$ cat config.mk
export PLATFORM = sky130hd
export DESIGN_NAME = capture_timer
export DESIGN_NICKNAME = d
export VERILOG_FILES = /design/src/capture_pkg.sv /design/src/capture_timer.sv
export SDC_FILE = /design/constraint.sdc
export NUM_CORES = 1
export LEC_CHECK = 0
export BUFFER_PORTS_ARGS = -buffer_cell sky130_fd_sc_hd__buf_2
export CAP_MARGIN = 20
export CORE_MARGIN = 2
export CORE_UTILIZATION = 45
export CTS_CLUSTER_SIZE = 24
export DETAILED_ROUTE_END_ITERATION = 10
export MAX_ROUTING_LAYER = met4
export PLACE_DENSITY = 0.61
export SLEW_MARGIN = 20
export SYNTH_ARGS = -nofsm -noshare
export SYNTH_HDL_FRONTEND = slang
export SYNTH_SLANG_ARGS = --single-unit
export TNS_END_PERCENT = 1
$ cat constraint.sdc
create_clock -name clk -period 2.78 [get_ports clk]
set_clock_uncertainty 0.2 [all_clocks]
set_input_delay 0.278 -clock clk [delete_from_list [all_inputs] [get_ports clk]]
set_output_delay 0.278 -clock clk [all_outputs]
set_load 0.02 [all_outputs]
$ cat src/capture_pkg.sv
// Constants, register map and carriers for the dual-unit capture timer.
// Assumes an 8-bit register port with one-cycle read latency.
package capture_pkg;

    // ************************************************************
    // Register map (index per unit, unit stride added)
    // ************************************************************
    localparam int         ADDR_W          = 5;
    localparam int         DATA_W          = 8;
    localparam logic [4:0] UNIT_STRIDE     = 5'h08;
    localparam logic [2:0] OFS_CTRL0_CH0   = 3'h0;
    localparam logic [2:0] OFS_CTRL0_CH1   = 3'h1;
    localparam logic [2:0] OFS_CTRL1_CH0   = 3'h2;
    localparam logic [2:0] OFS_CTRL1_CH1   = 3'h3;
    localparam logic [2:0] OFS_MODE_CTRL   = 3'h4;
    localparam logic [2:0] OFS_DATA_CH0    = 3'h5;
    localparam logic [2:0] OFS_DATA_CH1    = 3'h6;
    localparam logic [4:0] ADDR_IRQ_STATUS = 5'h10;
    localparam logic [4:0] ADDR_IRQ_MASK   = 5'h11;

    // ************************************************************
    // Field positions
    // ************************************************************
    localparam int CR0_IFE    = 7;
    localparam int CR0_CLK_HI = 6;
    localparam int CR0_CLK_LO = 4;
    localparam int CR0_FN_HI  = 3;
    localparam int CR0_FN_LO  = 0;
    localparam int CR1_RUN    = 7;
    localparam int CR1_PAUSE  = 6;
    localparam int CR1_IE     = 5;
    localparam int CR1_IR     = 4;
    localparam int CR1_BF     = 3;
    localparam int CR1_IF     = 2;
    localparam int CR1_SO     = 1;
    localparam int CR1_OE     = 0;
    localparam int MC_TO1     = 7;
    localparam int MC_TO0     = 6;
    localparam int MC_TIS     = 5;
    localparam int MC_MOD     = 4;
    localparam int MC_FILT_HI = 3;

    // ************************************************************
    // Capture function codes and timing
    // ************************************************************
    localparam logic [3:0] FN_RISE_FREE  = 4'hA;
    localparam logic [3:0] FN_FALL_FREE  = 4'hB;
    localparam logic [3:0] FN_BOTH_FREE  = 4'hC;
    localparam logic [3:0] FN_RISE_CLEAR = 4'hD;
    localparam logic [3:0] FN_FALL_CLEAR = 4'hE;
    localparam logic [3:0] FN_BOTH_CLEAR = 4'hF;
    localparam int         FILTER_CYCLES = 4;
    localparam logic [7:0] COUNT_ZERO    = 8'h00;
    localparam logic [7:0] COUNT_MAX     = 8'hFF;
    localparam logic [7:0] REG_RESET     = 8'h00;

    typedef struct packed {
        logic       valid;
        logic       rise;
        logic       fall;
        logic       clear;
    } cap_mode_s;

    typedef struct packed {
        logic [7:0] ctrl0;
        logic [7:0] ctrl1;
        logic [7:0] count;
        logic [7:0] data;
        logic       out_lvl;
        logic       run_prev;
        logic       armed;
        logic [3:0] hist;
        logic       filt_lvl;
        logic       lvl_prev;
    } chan_s;

    typedef struct packed {
        logic       input_pin_select;
        logic       width_16bit_select;
        logic [3:0] filt;
        logic       sync1;
        logic       sync2;
    } unit_s;

endpackage : capture_pkg

$ cat src/capture_timer.sv
// Two timer units, two 8-bit capture channels each, with noise filters.
// Assumes event pins synchronous-safe after two flops, one clock domain.
//
// Summary of operation
// - Selected edge copies counter to data register
// - Function field selects capture edge
// - Free-run and clear variants via function field
// - Clear mode: store, flag, zero, keep counting
// - Free-run mode: store, flag, keep counting
// - Captures never touch buffer full flag
// - Counter overflow sets overflow flag
// - Timer output toggles on each overflow
// - Output starting level from initial value bit
// - Second unit behaves identically
// - Optional noise filter on event inputs
// - Filter removes high, low or both pulses
// - Pulses up to three cycles are removed
// - Filtered input delayed three cycles more than unfiltered
// - Both-edge start while high skips first fall
// - Standby halts counting; clear-mode captures still zero the counter
//
// The plain strobed port and the register offsets were left to the implementer.
`timescale 1ns/1ps
module capture_timer #(
    parameter int UNITS = 2
) (
    input  wire logic                             clk,
    input  wire logic                             reset_n,
    input  wire logic [capture_pkg::ADDR_W-1:0]   addr,
    input  wire logic [capture_pkg::DATA_W-1:0]   wr_data,
    input  wire logic                             wr_en,
    input  wire logic                             rd_en,
    output logic      [capture_pkg::DATA_W-1:0]   rd_data,
    input  wire logic                             event_input_pin0,
    input  wire logic                             event_input_pin1,
    input  wire logic                             standby,
    output logic      [2*UNITS-1:0]               timer_out,
    output logic                                  irq
);

    // ************************************************************
    // Helpers
    // ************************************************************
    function automatic capture_pkg::cap_mode_s decode_fn(
        input logic [3:0] fn
    );
        capture_pkg::cap_mode_s m;
        m = '0;
        case (fn)
            capture_pkg::FN_RISE_FREE:  m = 4'b1100;
            capture_pkg::FN_FALL_FREE:  m = 4'b1010;
            capture_pkg::FN_BOTH_FREE:  m = 4'b1110;
            capture_pkg::FN_RISE_CLEAR: m = 4'b1101;
            capture_pkg::FN_FALL_CLEAR: m = 4'b1011;
            capture_pkg::FN_BOTH_CLEAR: m = 4'b1111;
            default:                    m = 4'b0000;
        endcase
        return m;
    endfunction : decode_fn

    // Divide by two to the power of the select; top code is slowest
    function automatic logic count_tick(
        input logic [7:0] presc,
        input logic [2:0] sel
    );
        logic [7:0] mask;
        mask = 8'((9'h001 << sel) - 9'h001);
        return (presc & mask) == capture_pkg::COUNT_ZERO;
    endfunction : count_tick

    // ************************************************************
    // State
    // ************************************************************
    typedef struct packed {
        capture_pkg::chan_s [2*UNITS-1:0] ch;
        capture_pkg::unit_s [UNITS-1:0]   un;
        logic [2*2*UNITS-1:0]             status;
        logic [2*2*UNITS-1:0]             mask;
        logic [7:0]                       presc;
        logic [capture_pkg::DATA_W-1:0]   rd_data;
        logic                             irq;
    } state_s;

    state_s state_q;
    state_s state_d;

    always_comb
    begin
        logic [UNITS-1:0]             pins;
        logic [2*2*UNITS-1:0]         set_bits;
        logic [2*2*UNITS-1:0]         clr_bits;
        logic [2*2*UNITS-1:0]         en_bits;
        logic [capture_pkg::ADDR_W-1:0] base;
        logic [capture_pkg::DATA_W-1:0] rdv;
        capture_pkg::cap_mode_s       m;
        logic                         hi_f;
        logic                         lo_f;
        logic [3:0]                   h;
        logic                         rise;
        logic                         fall;
        logic                         cap;
        logic                         cnt_en;
        logic                         ovf;
        logic                         start;
        int                           u;
        int                           c;
        pins     = '0;
        set_bits = '0;
        clr_bits = '0;
        en_bits  = '0;
        base     = '0;
        rdv      = capture_pkg::REG_RESET;
        m        = '0;
        hi_f     = 1'b0;
        lo_f     = 1'b0;
        h        = '0;
        rise     = 1'b0;
        fall     = 1'b0;
        cap      = 1'b0;
        cnt_en   = 1'b0;
        ovf      = 1'b0;
        start    = 1'b0;
        u        = 0;
        pins[0]  = event_input_pin0;
        if (UNITS > 1)
        begin
            pins[UNITS-1] = event_input_pin1;
        end
        state_d       = state_q;
        state_d.presc = 8'(state_q.presc + 8'h01);

        // ********************************************************
        // Register writes
        // ********************************************************
        for (int i = 0; i < UNITS; i++)
        begin
            base = 5'(capture_pkg::UNIT_STRIDE * i);
            if (wr_en)
            begin
                for (int k = 0; k < 2; k++)
                begin
                    c = 2 * i + k;
                    if (addr == base + 5'(capture_pkg::OFS_CTRL0_CH0) + 5'(k))
                    begin
                        state_d.ch[c].ctrl0 = wr_data;
                    end
                    // Flag bits are mirrors; cleared via status
                    if (addr == base + 5'(capture_pkg::OFS_CTRL1_CH0) + 5'(k))
                    begin
                        state_d.ch[c].ctrl1 = wr_data;
                    end
                    if (addr == base + 5'(capture_pkg::OFS_DATA_CH0) + 5'(k))
                    begin
                        state_d.ch[c].data = wr_data;
                    end
                end
                if (addr == base + 5'(capture_pkg::OFS_MODE_CTRL))
                begin
                    state_d.un[i].input_pin_select  = wr_data[capture_pkg::MC_TIS];
                    state_d.un[i].width_16bit_select  = wr_data[capture_pkg::MC_MOD];
                    state_d.un[i].filt = wr_data[capture_pkg::MC_FILT_HI:0];
                end
            end
        end
        if (wr_en && addr == capture_pkg::ADDR_IRQ_MASK)
        begin
            state_d.mask = wr_data[2*2*UNITS-1:0];
        end
        if (wr_en && addr == capture_pkg::ADDR_IRQ_STATUS)
        begin
            clr_bits = wr_data[2*2*UNITS-1:0];
        end

        // ********************************************************
        // Per-channel capture engine
        // ********************************************************
        for (int i = 0; i < UNITS; i++)
        begin
            u = i;
            // First stage only feeds the second
            state_d.un[i].sync1 = pins[i];
            state_d.un[i].sync2 = state_q.un[i].sync1;
            for (int k = 0; k < 2; k++)
            begin
                c    = 2 * i + k;
                m    = decode_fn(state_q.ch[c].ctrl0[capture_pkg::CR0_FN_HI:
                                                     capture_pkg::CR0_FN_LO]);
                hi_f = state_q.un[u].filt[2*k+1] & m.valid;
                lo_f = state_q.un[u].filt[2*k] & m.valid;

                // Four-sample window: a level must hold four cycles
                h = {state_q.ch[c].hist[2:0], state_q.un[u].sync2};
                state_d.ch[c].hist = h;
                if (!hi_f && !lo_f)
                begin
                    state_d.ch[c].filt_lvl = state_q.un[u].sync2;
                end
                else if (state_q.ch[c].filt_lvl)
                begin
                    if (lo_f ? (h == 4'h0) : !h[capture_pkg::FILTER_CYCLES-1])
                    begin
                        state_d.ch[c].filt_lvl = 1'b0;
                    end
                end
                else
                begin
                    if (hi_f ? (h == 4'hF) : h[capture_pkg::FILTER_CYCLES-1])
                    begin
                        state_d.ch[c].filt_lvl = 1'b1;
                    end
                end

                state_d.ch[c].lvl_prev = state_q.ch[c].filt_lvl;
                rise = state_q.ch[c].filt_lvl & ~state_q.ch[c].lvl_prev;
                fall = ~state_q.ch[c].filt_lvl & state_q.ch[c].lvl_prev;

                state_d.ch[c].run_prev = state_q.ch[c].ctrl1[capture_pkg::CR1_RUN];
                start = state_q.ch[c].ctrl1[capture_pkg::CR1_RUN] &
                        ~state_q.ch[c].run_prev;
                cnt_en = state_q.ch[c].ctrl1[capture_pkg::CR1_RUN] &
                         ~state_q.ch[c].ctrl1[capture_pkg::CR1_PAUSE] &
                         ~standby &
                         count_tick(state_q.presc,
                             state_q.ch[c].ctrl0[capture_pkg::CR0_CLK_HI:
                                                 capture_pkg::CR0_CLK_LO]);

                if (rise)
                begin
                    state_d.ch[c].armed = 1'b1;
                end
                cap = state_q.ch[c].ctrl1[capture_pkg::CR1_RUN] & !start &
                      ((m.rise & rise) |
                       (m.fall & fall &
                        (!(m.rise) | state_q.ch[c].armed)));
                ovf = cnt_en & (state_q.ch[c].count == capture_pkg::COUNT_MAX);

                if (start)
                begin
                    state_d.ch[c].count   = capture_pkg::COUNT_ZERO;
                    state_d.ch[c].out_lvl =
                        state_q.ch[c].ctrl1[capture_pkg::CR1_SO];
                    state_d.ch[c].armed   = ~state_q.ch[c].filt_lvl;
                end
                else if (cap && m.clear)
                begin
                    state_d.ch[c].count = capture_pkg::COUNT_ZERO;
                end
                else if (cnt_en)
                begin
                    state_d.ch[c].count = 8'(state_q.ch[c].count + 8'h01);
                end
                if (cap)
                begin
                    state_d.ch[c].data = state_q.ch[c].count;
                end
                if (ovf && !(cap && m.clear) && !start)
                begin
                    state_d.ch[c].out_lvl = ~state_q.ch[c].out_lvl;
                end
                set_bits[2*c]   = cap;
                set_bits[2*c+1] = ovf && !(cap && m.clear) && !start;
                en_bits[2*c]    = state_q.ch[c].ctrl1[capture_pkg::CR1_IE];
                en_bits[2*c+1]  = state_q.ch[c].ctrl0[capture_pkg::CR0_IFE];
            end
        end

        // Set beats a simultaneous write-one clear
        state_d.status = (state_q.status & ~clr_bits) | set_bits;
        state_d.irq    = |(state_q.status & state_q.mask & en_bits);

        // ********************************************************
        // Register reads
        // ********************************************************
        if (addr == capture_pkg::ADDR_IRQ_STATUS)
        begin
            rdv = 8'(state_q.status);
        end
        if (addr == capture_pkg::ADDR_IRQ_MASK)
        begin
            rdv = 8'(state_q.mask);
        end
        for (int i = 0; i < UNITS; i++)
        begin
            base = 5'(capture_pkg::UNIT_STRIDE * i);
            for (int k = 0; k < 2; k++)
            begin
                c = 2 * i + k;
                if (addr == base + 5'(capture_pkg::OFS_CTRL0_CH0) + 5'(k))
                begin
                    rdv = state_q.ch[c].ctrl0;
                end
                if (addr == base + 5'(capture_pkg::OFS_CTRL1_CH0) + 5'(k))
                begin
                    rdv = state_q.ch[c].ctrl1;
                    rdv[capture_pkg::CR1_IR] = state_q.status[2*c];
                    rdv[capture_pkg::CR1_IF] = state_q.status[2*c+1];
                end
                if (addr == base + 5'(capture_pkg::OFS_DATA_CH0) + 5'(k))
                begin
                    rdv = state_q.ch[c].data;
                end
            end
            if (addr == base + 5'(capture_pkg::OFS_MODE_CTRL))
            begin
                rdv = {state_q.ch[2*i+1].out_lvl, state_q.ch[2*i].out_lvl,
                       state_q.un[i].input_pin_select, state_q.un[i].width_16bit_select,
                       state_q.un[i].filt};
            end
        end
        // Unmapped addresses and idle cycles read as zero
        state_d.rd_data = rd_en ? rdv : capture_pkg::REG_RESET;
    end

    // ************************************************************
    // State register
    // ************************************************************
    always_ff @(posedge clk)
    begin
        if (!reset_n)
        begin
            state_q <= '0;
        end
        else
        begin
            state_q <= state_d;
        end
    end

    always_comb
    begin
        for (int j = 0; j < 2 * UNITS; j++)
        begin
            timer_out[j] = state_q.ch[j].out_lvl;
        end
    end

    assign rd_data = state_q.rd_data;
    assign irq     = state_q.irq;

endmodule : capture_timer

==> results.tsv <==
stage	metric	value	unit
status	outcome	complete, no violations	
clock_tree	cts_resized	0	
job	maxCapViolCount	0	
drt	wl_per_cell	20.6	um
clock_tree	clk_transition_reported_paths	0.07	ns
worst_hold_path	hold_path_startpoint	reset_n	
sta	tns	0	ns
synth	synth_cells	1173	
cells_and_area	layout.core_utilization	50.4	%
synth	ys_seq_elements	194	
global_route	grt_remaining_overflow	0	
worst_setup_path	worstPathCellList	nor4bb_1 > a31oi_1 > o22a_1 > or4b_1 > nand3_1 > o21ai_0	
die	placementRows	54	
sta	finalMaxSlewViolations	0	
die	die_y	153	um
drt	drc	0	
global_route	largest_net_degree_at_the_start_of_global_routing	41	
clock_tree	cts_htree_levels	4	
cells_and_area	antenna_cells_inserted	0	
sta	max_clock_freq	0.394	GHz
place	detailedPlace.worstSlack	0.267	ns
worst_setup_path	max_fo_critical_path	9	
power	cellPowerDensity	530	mW/mm2
synth	synth_top_flop_cell	dfxtp_1	
synth	seq_area_frac_synth	39.1	%
global_route	antenna_violations_before_repair	0	
drt	via_count_normalized_by_instance_count	5.93	
cells_and_area	nets_finish	1204	
sta	fin_worst_setup_slack	0.239	ns
drt	drt-total-wl	30300	um
synth	mappedNetlistArea	0.00993	mm2
drt	detailedRoute.firstPassIterationCount	8	
global_route	grt_first_pass_wirelength	48100	um
worst_setup_path	crit_type	flip-flop to flip-flop	
worst_setup_path	endpoint_kind	flip-flop	
synth	synth_fp_nets	1198	
sta	grt_setup_unrepaired	no	
sta	tightest_slew	0.626	ns
sta	relSlewSlack	58.1	%
worst_setup_path	setup.reg_to_reg.worst_slack	0.24	ns
drt	route.vias.total	8730	
die	num_io_pins	33	
place	number_of_placed_instances_with_taps_included	1437	
clock_tree	cts_made_buffers	17	
clock_tree	clk_path_buf_depth	2	
clock_tree	cts_tree	done	
clock_tree	postCtsSetupBuffers	0	
worst_setup_path	crit_cells	6	
synth	number_of_enable_flip_flop_cells_after_synthesis	0	
worst_setup_path	critPathLaunch	state_q[165]	
synth	synth.lib_cells_used.distinct	81	
synth	synth-warning-count	0	
drt	antenna_violating_nets_post_route	0	
worst_hold_path	min-delay-path-class	input port to flip-flop	
synth	synth_top_area_cell	dfxtp_1	
global_route	grt.total_usage	27.0	%
place	place_congestion	1.02	
place	io_buffers	32	
worst_hold_path	min_delay_path_depth	2	
die	floorplan.initialDensity	45.6	%
clock_tree	clock_tree.root_cell	clkbuf_16	
place	hpwlAfterDp	21700	um
sta	timing.final.crit_period	2.54	ns
worst_setup_path	critical_path_arrival	2.65	ns
cells_and_area	post_layout_nonfiller_instances	1472	
cells_and_area	layout-drive-gt1-share	14.3	%
worst_setup_path	critical-path-max-stage-delay	0.59	ns
power	power.ir.vdd_worst	0.000325	V
worst_setup_path	crit-reg2reg-launch	state_q[165]	
clock_tree	worstSkewPairLatency	0.43	ns
worst_hold_path	min_delay_worst_endpoint	state_q[10]	
worst_setup_path	crit_family	simple AND/OR/NAND/NOR gates	
die	floorplan.die.width	153	um
cells_and_area	area_growth_from_synthesis_to_layout	10.3	%
die	core_area	0.0218	mm2
worst_setup_path	path_buf_inv	0	
sta	hold_ws	0.0812	ns
worst_setup_path	worstReg2RegEnd	state_q[30]	
worst_setup_path	cp-start-kind	flip-flop	
sta	hold_violations	0	
worst_setup_path	r2r_cells	6	
die	design.die.area	0.0233	mm2
synth	synth_async_sr_flop_share	0	%
sta	timing.final.crit_share	91.4	%
synth	netlist_top_cells_area	dfxtp_1 39%, mux2i_1 8.5%, nor2_1 5.9%	
power	power.leakage	4.30	nW
synth	synth_top_area_share	39.1	%
sta	setup_viol	0	
synth	synth_area_per_cell	8.47	um2
clock_tree	postCtsHoldBufs	3	
global_route	grt_pass1_vias	8161	
drt	1st_iter_drt_viols	674	
worst_setup_path	cp_slowest_cell	or4b_1	
clock_tree	clkSinkCount	194	
worst_setup_path	timing.critical_path.required	2.89	ns
## routing by layer
metal | up-vias | share of wire, % | GRT usage (%) | wire length, um
met5 | - | 0 | - | 0
met2 | 290 | 44 | 39.6 | 13300
li1 | 4215 | - | - | -
met3 | 52 | 6.7 | 5.80 | 2040
met4 | 0 | 2.5 | 8.77 | 771
met1 | 4173 | 47 | 37.2 | 14200
## cell type report
type,instances,area [um2]
inverters,14,55.1
multi-input cells,877,5570
repair buffers,75,490
clock inverters,14,165
fillers,2084,10800
clock buffers,18,439
well taps,280,350
flip-flops and latches,194,3880
## synth_stat cells (4+ instances only)
cell type	n
a22o_1	12
clkbuf_1	61
and3_1	19
dfxtp_1	194
a211oi_1	7
inv_1	13
a22oi_1	13
and3b_1	7
mux2i_1	84
o21a_1	6
a31oi_1	16
nand3_1	50
xor2_1	27
o221a_2	4
a21o_1	7
nand2_1	89
buf_2	9
nor2_1	155
nand2b_1	9
o22ai_1	18
and2_1	25
nor3_1	12
ha_1	5
xnor2_1	9
a221oi_1	5
nor2_2	5
a21oi_1	73
buf_4	12
o21ai_0	65
nand4_1	18
nand3b_1	8
mux2_2	33
nor2b_1	22
## sequential cells by signal, indices dropped and copies added (netlist names)
register and count:
irq 1, rd_data 8, state_d 18, state_q 163, timer_out 4
## worst register-to-register path: stages, from the launching register on
cell and delay, ns:
dfxtp_1 0.50, nor4bb_1 0.25, a31oi_1 0.07, o22a_1 0.23
or4b_1 0.59, nand3_1 0.42, o21ai_0 0.16
## cells in the final DEF (no fill, tap or decap), drive strengths merged, types with 16 or more instances in the layout
master	synthesis	routed
inv	14	21
xor2	27	27
dfxtp	194	194
o21ai	66	66
nor2b	22	22
a31oi	16	16
a21oi	75	75
and2	26	26
buf	25	72
mux2i	84	84
nor2	160	160
nand2	90	90
nand4	18	18
and3	21	21
clkbuf	63	18
mux2	33	33
o22ai	18	18
nand3	51	51
## power breakdown
group / switching (mW) / total, mW / leakage [nW] / internal (mW)
sequential: 0.0355 / 2.84 / 1.57 / 2.80
combinational: 0.273 / 0.402 / 2.43 / 0.130
clock: 1.18 / 2.57 / 0.301 / 1.38
## worst max path at each step
stage / endpoint / slack, ns
final: state_q[30] / 0.24
after CTS: state_q[30] / 0.27
after global placement: state_q[30] / 0.28
after global routing: state_q[30] / 0.07
after floorplan: timer_out[0] / 0.58
after detailed placement: state_q[30] / 0.27
## metrics by stage
step,cell area [um2],power (mW)
after CTS,11000,5.84
after floorplan,9930,3.15
after global routing,11000,6.00
after detailed placement,10300,3.30
after global placement,10300,3.30
final,11000,5.81
## cells by family after synthesis
group,Yosys count,share of synthesized area (%)
buffers and inverters,102,4.85
AND/OR/NAND/NOR,453,22.8
flip-flops,194,39.1
XOR/XNOR,36,3.18
AO/OA/AOI/OAI,266,17.2
adder cells (fa/ha/maj),5,0.630
multiplexers,117,12.2
Note: power is estimated with default switching activity, not from simulation.
